`config.mk`:
```
export PLATFORM = sky130hd
export DESIGN_NAME = clpm_top
export DESIGN_NICKNAME = d
export VERILOG_FILES = /design/src/shared/clpm_pkg.sv /design/src/rtl/clpm_tick.sv /design/src/rtl/clpm_sync.sv /design/src/rtl/clpm_top.sv
export VERILOG_INCLUDE_DIRS = /design/src /design/src/shared
export SDC_FILE = /design/constraint.sdc
export NUM_CORES = 1
export LEC_CHECK = 0
export ABC_AREA = 1
export BUFFER_PORTS_ARGS = -buffer_cell sky130_fd_sc_hd__buf_2
export CAP_MARGIN = 20
export CORE_MARGIN = 2
export CORE_UTILIZATION = 45
export CTS_CLUSTER_DIAMETER = 30
export DETAILED_ROUTE_END_ITERATION = 10
export GPL_ROUTABILITY_DRIVEN = 0
export PLACE_DENSITY = 0.64
export SLEW_MARGIN = 20
export SYNTH_ARGS = -nofsm -noshare
export SYNTH_HDL_FRONTEND = slang
export SYNTH_SLANG_ARGS = --single-unit
```
`constraint.sdc`:
```
create_clock -name clk_i -period 3.3 [get_ports clk_i]
set_input_delay 0.33 -clock clk_i [delete_from_list [all_inputs] [get_ports clk_i]]
set_output_delay 0.33 -clock clk_i [all_outputs]
set_load 0.02 [all_outputs]
```
`src/shared/clpm_consts.svh`:
```
// Constants for the copper link power manager: offsets, fields, resets and timing.
`ifndef CLPM_CONSTS_SVH
`define CLPM_CONSTS_SVH
// Clock period and the one-millisecond time base.
`define CLPM_CLK_NS        4
`define CLPM_TICK_NS       1000000
// Register byte offsets.
`define CLPM_OFS_CTRL      8'h00
`define CLPM_OFS_TIMER     8'h04
`define CLPM_OFS_STAT      8'h08
// Control register fields.
`define CLPM_C_DET_EN      0
`define CLPM_C_AN_EN       1
`define CLPM_C_PWR_DN      2
`define CLPM_C_PM_EN       3
`define CLPM_C_LST_HI      4
`define CLPM_C_LST_LO      5
`define CLPM_CTRL_RST      6'h0A
// Timer register fields.
`define CLPM_T_SLEEP       1:0
`define CLPM_T_WAKE        3:2
`define CLPM_TIMER_RST     4'h1
// Status register fields.
`define CLPM_S_DET         1:0
`define CLPM_S_LINK        2
`define CLPM_S_PD_INT      3
`define CLPM_S_PM          5:4
// Detection status codes.
`define CLPM_DET_SEARCH    2'h0
`define CLPM_DET_NEED      2'h1
`define CLPM_DET_NONE      2'h2
// Sleep jitter window and burst spacing, in milliseconds.
`define CLPM_JIT_LO_MS     80
`define CLPM_JIT_HI_MS     60
`define CLPM_JIT_SPAN      141
`define CLPM_BURST_MS      16
`define CLPM_BURST_MAX     2'h3
`define CLPM_LFSR_SEED     16'hACE1
`endif

```
`src/shared/clpm_pkg.sv`:
```
// Types shared by the copper link power manager modules.
package clpm_pkg;
  typedef enum logic [1:0] {
    PM_LOW  = 2'b00,
    PM_WAKE = 2'b01,
    PM_NORM = 2'b10
  } clpm_pm_t;
  typedef enum logic [1:0] {
    PD_OFF  = 2'b00,
    PD_SRCH = 2'b01,
    PD_AN   = 2'b10
  } clpm_pd_t;
  // Media side inputs from the analog front end.
  typedef struct packed {
    logic energy;
    logic flp_loop;
  } clpm_media_in_t;
  // Media side controls towards the PHY core.
  typedef struct packed {
    logic core_pwr_dn;
    logic pd_flp;
    logic an_run;
    logic wake_burst;
    logic wake_pair_b;
  } clpm_media_out_t;
  typedef struct packed {
    logic           det_en;
    logic           an_en;
    logic           pwr_dn;
    logic           pm_en;
    logic           lst_hi;
    logic           lst_lo;
    logic [1:0]     sleep_sel;
    logic [1:0]     wake_sel;
    clpm_pd_t       pd;
    logic [1:0]     det_st;
    logic           pd_int;
    logic           pd_link;
    logic [15:0]    pd_cnt;
    clpm_pm_t       pm;
    logic [15:0]    pm_cnt;
    logic [15:0]    sleep_tgt;
    logic [15:0]    lfsr;
    logic [1:0]     burst_n;
    logic           pair_b;
    logic           burst;
    logic           wr_pend;
    logic [7:0]     wr_idx;
    logic [31:0]    rdata;
  } clpm_state_t;
endpackage

```
`src/rtl/clpm_tick.sv`:
```
// Millisecond enable pulse divided down from the core clock.
`timescale 1ns/1ps
`include "clpm_consts.svh"
module clpm_tick import clpm_pkg::*; #(
  parameter int TICK_CYCLES = `CLPM_TICK_NS / `CLPM_CLK_NS
) (
  input  wire logic clk_i,
  input  wire logic arst_n_i,
  output logic      tick_o
);
  typedef struct packed {
    logic [17:0] cnt;
    logic        tick;
  } clpm_tick_st_t;
  clpm_tick_st_t q, d;

  // Count cycles and emit one pulse per period.
  always_comb begin
    d = q;
    d.tick = 1'b0;
    if (q.cnt == 18'(TICK_CYCLES - 1)) begin
      d.cnt = 18'h00000;
      d.tick = 1'b1;
    end else begin
      d.cnt = q.cnt + 18'h00001;
    end
  end

  // State register.
  always_ff @(posedge clk_i or negedge arst_n_i) begin
    if (!arst_n_i) begin
      q <= '0;
    end else begin
      q <= d;
    end
  end

  assign tick_o = q.tick;
endmodule

```
`src/rtl/clpm_sync.sv`:
```
// Three-stage synchroniser for the media inputs with agreement filter.
`timescale 1ns/1ps
module clpm_sync import clpm_pkg::*; (
  input  wire logic           clk_i,
  input  wire logic           arst_n_i,
  input  clpm_media_in_t      pin_i,
  output clpm_media_in_t      sync_o
);
  typedef struct packed {
    clpm_media_in_t s1;
    clpm_media_in_t s2;
    clpm_media_in_t s3;
    clpm_media_in_t out;
  } clpm_sync_st_t;
  clpm_sync_st_t q, d;

  // Shift each bit along; the output follows once stages two and three agree.
  always_comb begin
    d = q;
    d.s1 = pin_i;
    d.s2 = q.s1;
    d.s3 = q.s2;
    for (int i = 0; i < $bits(clpm_media_in_t); i++) begin
      if (q.s2[i] == q.s3[i]) begin
        d.out[i] = q.s3[i];
      end
    end
  end

  // State register.
  always_ff @(posedge clk_i or negedge arst_n_i) begin
    if (!arst_n_i) begin
      q <= '0;
    end else begin
      q <= d;
    end
  end

  assign sync_o = q.out;
endmodule

```
`src/rtl/clpm_top.sv`:
```
// Copper link power manager: powered-device detection and automatic power-down.
//
// Implementation choices: the register offsets and the AHB-Lite register port.
`timescale 1ns/1ps
`include "clpm_consts.svh"
module clpm_top import clpm_pkg::*; #(
  parameter int TICK_CYCLES = `CLPM_TICK_NS / `CLPM_CLK_NS,
  parameter int SLEEP_MS0   = 1000,
  parameter int SLEEP_MS1   = 2000,
  parameter int SLEEP_MS2   = 3000,
  parameter int SLEEP_MS3   = 4000,
  parameter int WAKE_MS0    = 40,
  parameter int WAKE_MS1    = 50,
  parameter int WAKE_MS2    = 60,
  parameter int WAKE_MS3    = 80,
  parameter int LST_MS0     = 1000,
  parameter int LST_MS1     = 2000,
  parameter int LST_MS2     = 3000,
  parameter int LST_MS3     = 4000,
  parameter int SEARCH_MS   = 200
) (
  input  wire logic        clk_i,
  input  wire logic        arst_n_i,
  input  wire logic        hsel_i,
  input  wire logic [31:0] haddr_i,
  input  wire logic [1:0]  htrans_i,
  input  wire logic        hwrite_i,
  input  wire logic [2:0]  hsize_i,
  input  wire logic [31:0] hwdata_i,
  input  wire logic        hready_i,
  output logic [31:0]      hrdata_o,
  output logic             hreadyout_o,
  output logic             hresp_o,
  input  clpm_media_in_t   media_i,
  input  wire logic        link_up_i,
  output clpm_media_out_t  media_o,
  output logic             pd_irq_o
);
  clpm_state_t    q, d;
  clpm_media_in_t med;
  logic           tick;
  logic           acc;
  logic [7:0]     jit;

  // Encodings of the timer fields and the link timeout control bits, in milliseconds.
  function automatic logic [15:0] sleep_ms(input logic [1:0] s);
    case (s)
      2'h0: sleep_ms = 16'(SLEEP_MS0);
      2'h1: sleep_ms = 16'(SLEEP_MS1);
      2'h2: sleep_ms = 16'(SLEEP_MS2);
      default: sleep_ms = 16'(SLEEP_MS3);
    endcase
  endfunction

  function automatic logic [15:0] wake_ms(input logic [1:0] s);
    case (s)
      2'h0: wake_ms = 16'(WAKE_MS0);
      2'h1: wake_ms = 16'(WAKE_MS1);
      2'h2: wake_ms = 16'(WAKE_MS2);
      default: wake_ms = 16'(WAKE_MS3);
    endcase
  endfunction

  function automatic logic [15:0] lst_ms(input logic [1:0] s);
    case (s)
      2'h0: lst_ms = 16'(LST_MS0);
      2'h1: lst_ms = 16'(LST_MS1);
      2'h2: lst_ms = 16'(LST_MS2);
      default: lst_ms = 16'(LST_MS3);
    endcase
  endfunction

  // Jittered sleep target: nominal minus 80 ms plus 0..140 ms.
  function automatic logic [15:0] sleep_target(input logic [1:0] s, input logic [7:0] j);
    sleep_target = sleep_ms(s) - 16'(`CLPM_JIT_LO_MS) + {8'h00, j};
  endfunction

  clpm_tick #(
    .TICK_CYCLES (TICK_CYCLES)
  ) u_tick (
    .clk_i    (clk_i),
    .arst_n_i (arst_n_i),
    .tick_o   (tick)
  );

  clpm_sync u_sync (
    .clk_i    (clk_i),
    .arst_n_i (arst_n_i),
    .pin_i    (media_i),
    .sync_o   (med)
  );

  assign acc = hsel_i & hready_i & htrans_i[1];
  assign jit = 8'(q.lfsr[7:0] % 8'(`CLPM_JIT_SPAN));

  // Next-state logic: bus writes, detection, power management, bus reads.
  always_comb begin
    d = q;
    d.burst = 1'b0;
    d.lfsr = {q.lfsr[14:0], q.lfsr[15] ^ q.lfsr[13] ^ q.lfsr[12] ^ q.lfsr[10]};
    // Data phase of a write commits the word.
    if (q.wr_pend) begin
      if (q.wr_idx == `CLPM_OFS_CTRL) begin
        d.det_en = hwdata_i[`CLPM_C_DET_EN];
        d.an_en = hwdata_i[`CLPM_C_AN_EN];
        d.pwr_dn = hwdata_i[`CLPM_C_PWR_DN];
        d.pm_en = hwdata_i[`CLPM_C_PM_EN];
        d.lst_hi = hwdata_i[`CLPM_C_LST_HI];
        d.lst_lo = hwdata_i[`CLPM_C_LST_LO];
      end else if (q.wr_idx == `CLPM_OFS_TIMER) begin
        d.sleep_sel = hwdata_i[`CLPM_T_SLEEP];
        d.wake_sel = hwdata_i[`CLPM_T_WAKE];
      end
    end
    d.wr_pend = acc & hwrite_i;
    d.wr_idx = haddr_i[7:0];
    // Reading the status word clears the interrupt bit; a new event below wins.
    if (acc && !hwrite_i && haddr_i[7:0] == `CLPM_OFS_STAT) begin
      d.pd_int = 1'b0;
    end
    // Powered-device detection, only with auto-negotiation enabled.
    case (q.pd)
      PD_OFF: begin
        if (d.det_en && d.an_en) begin
          d.pd = PD_SRCH;
          d.det_st = `CLPM_DET_SEARCH;
          d.pd_cnt = 16'h0000;
        end
      end
      PD_SRCH: begin
        if (!d.det_en || !d.an_en) begin
          d.pd = PD_OFF;
        end else if (med.flp_loop) begin
          d.det_st = `CLPM_DET_NEED;
          d.pd_int = 1'b1;
          d.pd_cnt = 16'h0000;
        end else if (tick) begin
          if (q.pd_cnt + 16'h0001 >= 16'(SEARCH_MS)) begin
            d.det_st = `CLPM_DET_NONE;
            d.det_en = 1'b0;
            d.pd = PD_AN;
            d.pd_link = 1'b0;
          end else begin
            d.pd_cnt = q.pd_cnt + 16'h0001;
          end
        end
      end
      PD_AN: begin
        if (link_up_i) begin
          d.pd_link = 1'b1;
        end else if (q.pd_link) begin
          d.pd = PD_SRCH;
          d.det_en = 1'b1;
          d.det_st = `CLPM_DET_SEARCH;
          d.pd_cnt = 16'h0000;
        end
      end
      default: begin
        d.pd = PD_OFF;
      end
    endcase
    // Automatic power management.
    if (!d.pm_en) begin
      d.pm = PM_NORM;
      d.pm_cnt = 16'h0000;
    end else begin
      case (q.pm)
        PM_LOW: begin
          if (med.energy) begin
            d.pm = PM_NORM;
            d.pm_cnt = 16'h0000;
          end else if (tick) begin
            if (q.pm_cnt + 16'h0001 >= q.sleep_tgt) begin
              d.pm = PM_WAKE;
              d.pm_cnt = 16'h0000;
              d.burst = 1'b1;
              d.burst_n = 2'h1;
              d.pair_b = ~q.pair_b;
            end else begin
              d.pm_cnt = q.pm_cnt + 16'h0001;
            end
          end
        end
        PM_WAKE: begin
          if (med.energy) begin
            d.pm = PM_NORM;
            d.pm_cnt = 16'h0000;
          end else if (tick) begin
            d.pm_cnt = q.pm_cnt + 16'h0001;
            if (q.pm_cnt + 16'h0001 >= wake_ms(q.wake_sel)) begin
              d.pm = PM_LOW;
              d.pm_cnt = 16'h0000;
              d.sleep_tgt = sleep_target(q.sleep_sel, jit);
            end else if (q.burst_n < `CLPM_BURST_MAX &&
                         q.pm_cnt + 16'h0001 == 16'(q.burst_n) * 16'(`CLPM_BURST_MS)) begin
              d.burst = 1'b1;
              d.burst_n = q.burst_n + 2'h1;
              d.pair_b = ~q.pair_b;
            end
          end
        end
        PM_NORM: begin
          if (!q.an_en || link_up_i) begin
            d.pm_cnt = 16'h0000;
          end else if (tick) begin
            if (q.pm_cnt + 16'h0001 >= lst_ms({q.lst_hi, q.lst_lo})) begin
              d.pm = PM_LOW;
              d.pm_cnt = 16'h0000;
              d.sleep_tgt = sleep_target(q.sleep_sel, jit);
            end else begin
              d.pm_cnt = q.pm_cnt + 16'h0001;
            end
          end
        end
        default: begin
          d.pm = PM_LOW;
        end
      endcase
    end
    // Address phase of a read loads the answer for the data phase.
    d.rdata = 32'h00000000;
    if (acc && !hwrite_i) begin
      if (haddr_i[7:0] == `CLPM_OFS_CTRL) begin
        d.rdata[`CLPM_C_DET_EN] = d.det_en;
        d.rdata[`CLPM_C_AN_EN] = d.an_en;
        d.rdata[`CLPM_C_PWR_DN] = d.pwr_dn;
        d.rdata[`CLPM_C_PM_EN] = d.pm_en;
        d.rdata[`CLPM_C_LST_HI] = d.lst_hi;
        d.rdata[`CLPM_C_LST_LO] = d.lst_lo;
      end else if (haddr_i[7:0] == `CLPM_OFS_TIMER) begin
        d.rdata[`CLPM_T_SLEEP] = d.sleep_sel;
        d.rdata[`CLPM_T_WAKE] = d.wake_sel;
      end else if (haddr_i[7:0] == `CLPM_OFS_STAT) begin
        d.rdata[`CLPM_S_DET] = q.det_st;
        d.rdata[`CLPM_S_LINK] = link_up_i;
        d.rdata[`CLPM_S_PD_INT] = q.pd_int;
        d.rdata[`CLPM_S_PM] = q.pm;
      end
    end
  end

  // State register; power management starts in the low-power state.
  always_ff @(posedge clk_i or negedge arst_n_i) begin
    if (!arst_n_i) begin
      q <= '0;
      {q.lst_lo, q.lst_hi, q.pm_en, q.pwr_dn, q.an_en, q.det_en} <= `CLPM_CTRL_RST;
      {q.wake_sel, q.sleep_sel} <= `CLPM_TIMER_RST;
      q.pm <= PM_LOW;
      q.pd <= PD_OFF;
      q.sleep_tgt <= 16'(SLEEP_MS1);
      q.lfsr <= `CLPM_LFSR_SEED;
    end else begin
      q <= d;
    end
  end

  // Bus answers and media controls; the core sleeps in low power or power-down.
  assign hrdata_o = q.rdata;
  assign hreadyout_o = 1'b1;
  assign hresp_o = 1'b0;
  assign pd_irq_o = q.pd_int;
  assign media_o.core_pwr_dn = q.pwr_dn | (q.pm == PM_LOW);
  assign media_o.pd_flp = (q.pd == PD_SRCH) & ~q.pwr_dn;
  assign media_o.an_run = q.an_en & (q.pd != PD_SRCH) & ~media_o.core_pwr_dn;
  assign media_o.wake_burst = q.burst;
  assign media_o.wake_pair_b = q.pair_b;

  // Checks of the detection sequence.
  search_code_a: assert property (@(posedge clk_i) disable iff (!arst_n_i)
    (q.pd == PD_SRCH) |-> (q.det_st != `CLPM_DET_NONE))
    else $error("search shows status 10");
  loop_need_a: assert property (@(posedge clk_i) disable iff (!arst_n_i)
    (q.pd == PD_SRCH && med.flp_loop && q.det_en && q.an_en && !q.wr_pend)
      |=> (q.det_st == `CLPM_DET_NEED) && pd_irq_o)
    else $error("loopback did not give status 01");
  int_clear_a: assert property (@(posedge clk_i) disable iff (!arst_n_i)
    (acc && !hwrite_i && haddr_i[7:0] == `CLPM_OFS_STAT && (q.pd != PD_SRCH || !med.flp_loop))
      |=> !pd_irq_o)
    else $error("status read left interrupt set");
  timeout_none_a: assert property (@(posedge clk_i) disable iff (!arst_n_i)
    (q.pd == PD_SRCH && tick && !med.flp_loop && q.det_en && q.an_en && !q.wr_pend
      && q.pd_cnt == 16'(SEARCH_MS - 1))
      |=> (q.det_st == `CLPM_DET_NONE) && !q.det_en && q.pd == PD_AN)
    else $error("search limit did not give status 10");
  link_fail_a: assert property (@(posedge clk_i) disable iff (!arst_n_i)
    (q.pd == PD_AN && q.pd_link && !link_up_i) |=> (q.pd == PD_SRCH) && q.det_en)
    else $error("link failure did not resume detection");

  // Checks of the power-management sequence.
  energy_wake_a: assert property (@(posedge clk_i) disable iff (!arst_n_i)
    (q.pm_en && !q.wr_pend && q.pm != PM_NORM && med.energy) |=> (q.pm == PM_NORM))
    else $error("energy did not enter normal state");
  forced_stay_a: assert property (@(posedge clk_i) disable iff (!arst_n_i)
    (q.pm == PM_NORM && !q.an_en && !q.wr_pend) |=> (q.pm == PM_NORM))
    else $error("forced mode left normal state");
  low_power_a: assert property (@(posedge clk_i) disable iff (!arst_n_i)
    (q.pm == PM_LOW) |-> media_o.core_pwr_dn && !media_o.an_run && !q.burst)
    else $error("low power state left core running");
  pwr_bit_a: assert property (@(posedge clk_i) disable iff (!arst_n_i)
    (q.wr_pend && q.wr_idx == `CLPM_OFS_CTRL && hwdata_i[`CLPM_C_PWR_DN])
      |=> media_o.core_pwr_dn)
    else $error("power-down bit not honoured");
  sleep_range_a: assert property (@(posedge clk_i) disable iff (!arst_n_i)
    (d.pm == PM_LOW && q.pm != PM_LOW)
      |-> (int'(d.sleep_tgt) + `CLPM_JIT_LO_MS >= int'(sleep_ms(q.sleep_sel)))
       && (int'(d.sleep_tgt) <= int'(sleep_ms(q.sleep_sel)) + `CLPM_JIT_HI_MS))
    else $error("sleep target outside jitter window");
  burst_pair_a: assert property (@(posedge clk_i) disable iff (!arst_n_i)
    q.burst |-> (q.pm == PM_WAKE) && (q.burst_n != 2'h0) && (q.pair_b != $past(q.pair_b)))
    else $error("burst outside wake-up or pair not alternated");
endmodule

```
==> run metrics <==
GRT Overall Usage 18.63%; Cell Area, Synth 0.007754 mm^2; port bufs 34; critical path's slowest cell dfstp_2; Final Cycle Share 93.10%; share of layout cells above drive strength 1 13.93%; DR iter-0 viols 331; Worst R2R Path Depth 18; CTS clk-pin slew, worst paths 0.06 ns; maximum buffer depth of the clock tree 2; CP Cell Sequence inv_1 -> ha_1 -> inv_1 -> o21ai_1 -> a21oi_2 -> inv_1 -> a21oi_2 -> xor2_1 -> ha_1 -> inv_1 -> ha_1 -> fa_2 -> nand2_1 -> nand2_1 -> a21oi_2 -> xor2_1 -> nand3_1 -> o21ai_2; Startpoint Class flip-flop; final slew viol count 0; grt total ovfl 0; most common cell after layout, fill and taps aside nand2_1; max-cap violation count 0; PwrDens 480.9 mW/mm^2; first-pass GRT wire length 26990 um; cell total after placement 1224; H-tree depth 4; ys async rst share 100.0%; hold_sp haddr_i[0]; Die X 135.3 um; row count 47; crit path capture type flip-flop; slew margin rel. 54.30%; Worst-Skew Late Latency 0.43 ns; Peak VDD IR 0.4244 mV; total power 4.192 mW; Clock Skew 0.02193 ns; RSZ-0062 raised after global routing false; DRC 0; Hold Path Sink q[32]; PnR worst setup slack 0.2277 ns; initial antenna violation count 0; final hold violations 0; status complete, no violations; Crit path top cell by count inv_1; min Tclk post-route 3.072 ns; Final Non-Filler Cells 1261; Avg Inst Size Synth 7.920 um^2; Avg WL per Cell 12.42 um; die area 0.01830 mm^2; R2R Setup Slk 0.23 ns; largest net degree at the start of global routing 54; Hold Path Depth 1; post-synthesis sequential area ratio 40.62%; Initial Util 46.43%; clk sink count 125; kind of critical path reg -> reg; number of CTS-inserted buffers 17; Critical Path AT 3.42 ns; endpoints failing setup 0; Req. time, crit path 3.65 ns; CTS tree yes; RR Startpoint d[46]; core area 0.01670 mm^2; Pre-Repair DR Iteration Count 5; ANT nets after route 0; Final nets 1163; Synthesis Warnings 0; most frequently used flop master after synthesis dfrtp_1; via-per-instance ratio 4.753; crit-path max FO 3; Layout area overhead 12.43%; crit-path max cell delay 0.52 ns; number of global-route vias before repair 5895; Total Wirelength 15670 um; Worst-Margin Slew 0.6855 ns; leakage power 4.421 nW; pre-CTS setup slack 0.04757 ns; I/O pins 117; DR vias 5993; synth unique cells 45; Inserted Diodes 0; cell count after synthesis 979; setup_tns 0 ns; fmax 325.5 MHz; Synth Register Bits 125; root buf cell clkbuf_16; post-DP HPWL 11870 um; Post-synth EDFFs 0; Final Core Density 52.20%; most frequent cells in the layout nand2_1, inv_1, nor2_1, dfrtp_1, nand3_1; Reg2Reg Capture Point q[71]; Hold Crit Class in -> reg; DIE HEIGHT 135.3 um
power by group:
part / switching (mW) / total (mW) / internal (mW)
clock: 0.703 / 1.92 / 1.21
combinational: 0.435 / 0.623 / 0.189
sequential: 0.0528 / 1.65 / 1.60
flip-flops by register name, indices dropped and copies added (netlist names):
| name | flops |
|---|---|
| d | 15 |
| hrdata_o | 6 |
| media_o | 2 |
| pd_irq_o | 1 |
| q | 74 |
| u_sync.d | 4 |
| u_sync.q | 2 |
| u_sync.sync_o | 2 |
| u_tick.q | 18 |
| u_tick.tick_o | 1 |
worst max-delay path by stage:
stage	startpoint	to	slack [ns]
6_report	d[46]	q[71]	0.23
5_1_grt	d[46]	q[71]	0.01
4_1_cts	d[46]	q[71]	0.05
3_5_place_dp	d[46]	q[71]	0.05
3_3_place_gp	d[46]	q[71]	0.1
2_1_floorplan	d[46]	q[71]	0.07
timing repair:
action	CTS	global route
hold buffers	2	1
endpoints found under the setup margin	1	4
pin swaps	0	3
endpoints found under the hold margin	43	1
buffers inserted	0	2
resized for setup	1	4
per-layer routing:
layer | GRT usage [%] | vias up | share of wire (%)
li1 | - | 3161 | -
met1 | 23.76 | 2741 | 46
met2 | 31.61 | 81 | 49
met3 | 4.415 | 10 | 3.8
met4 | 5.498 | 0 | 0.95
met5 | 0 | - | 0
synth_stat cells (14+ instances only):
cell / instances / share of area (%)
inv_1: 137 / 6.6
nand4_1: 20 / 1.6
nand2_1: 223 / 11
xor2_1: 21 / 2.4
a21oi_1: 29 / 1.9
nor2_1: 114 / 5.5
buf_4: 37 / 3.6
dfrtp_1: 108 / 35
nor3_1: 14 / 0.90
o21ai_0: 29 / 1.9
nand3_1: 63 / 4.1
dfstp_2: 17 / 5.8
o21ai_2: 15 / 1.7
ha_1: 57 / 9.2
per-stage QoR:
step	instance area (um^2)	hold slack, ns
floorplan	7851	0.03441
global placement	8049	0.3333
detailed placement	8049	0.3370
CTS	8682	0.001355
global route	8717	0.01191
finish	8717	0.02583
worst max-delay path: cells and delay by family, from the launching register on:
kind	cells	cell delay (ns)
fa+ha+maj	4	1.06
compound gates	5	0.68
flops	1	0.52
xor+xnor	2	0.25
buf+inv	4	0.24
simple gates	3	0.24
cell families after synthesis:
logic type      after synthesis  synth area share, %
simple gates                479                27.14
buf+inv                     185                11.18
flops                       125                40.62
compound gates               96                7.633
fa+ha+maj                    60                9.714
xor+xnor                     32                3.615
other cells                   2              0.09686
layout make-up:
cell class / instances / area [um^2]
fillers: 1633 / 7984
multi-input cells: 695 / 3849
flip-flops and latches: 125 / 3149
inverters: 139 / 521.8
clock buffers: 20 / 446.7
repair buffers: 50 / 312.8
well taps: 220 / 275.3
clock inverters: 12 / 162.7
Power figures use the tool's default switching activity.
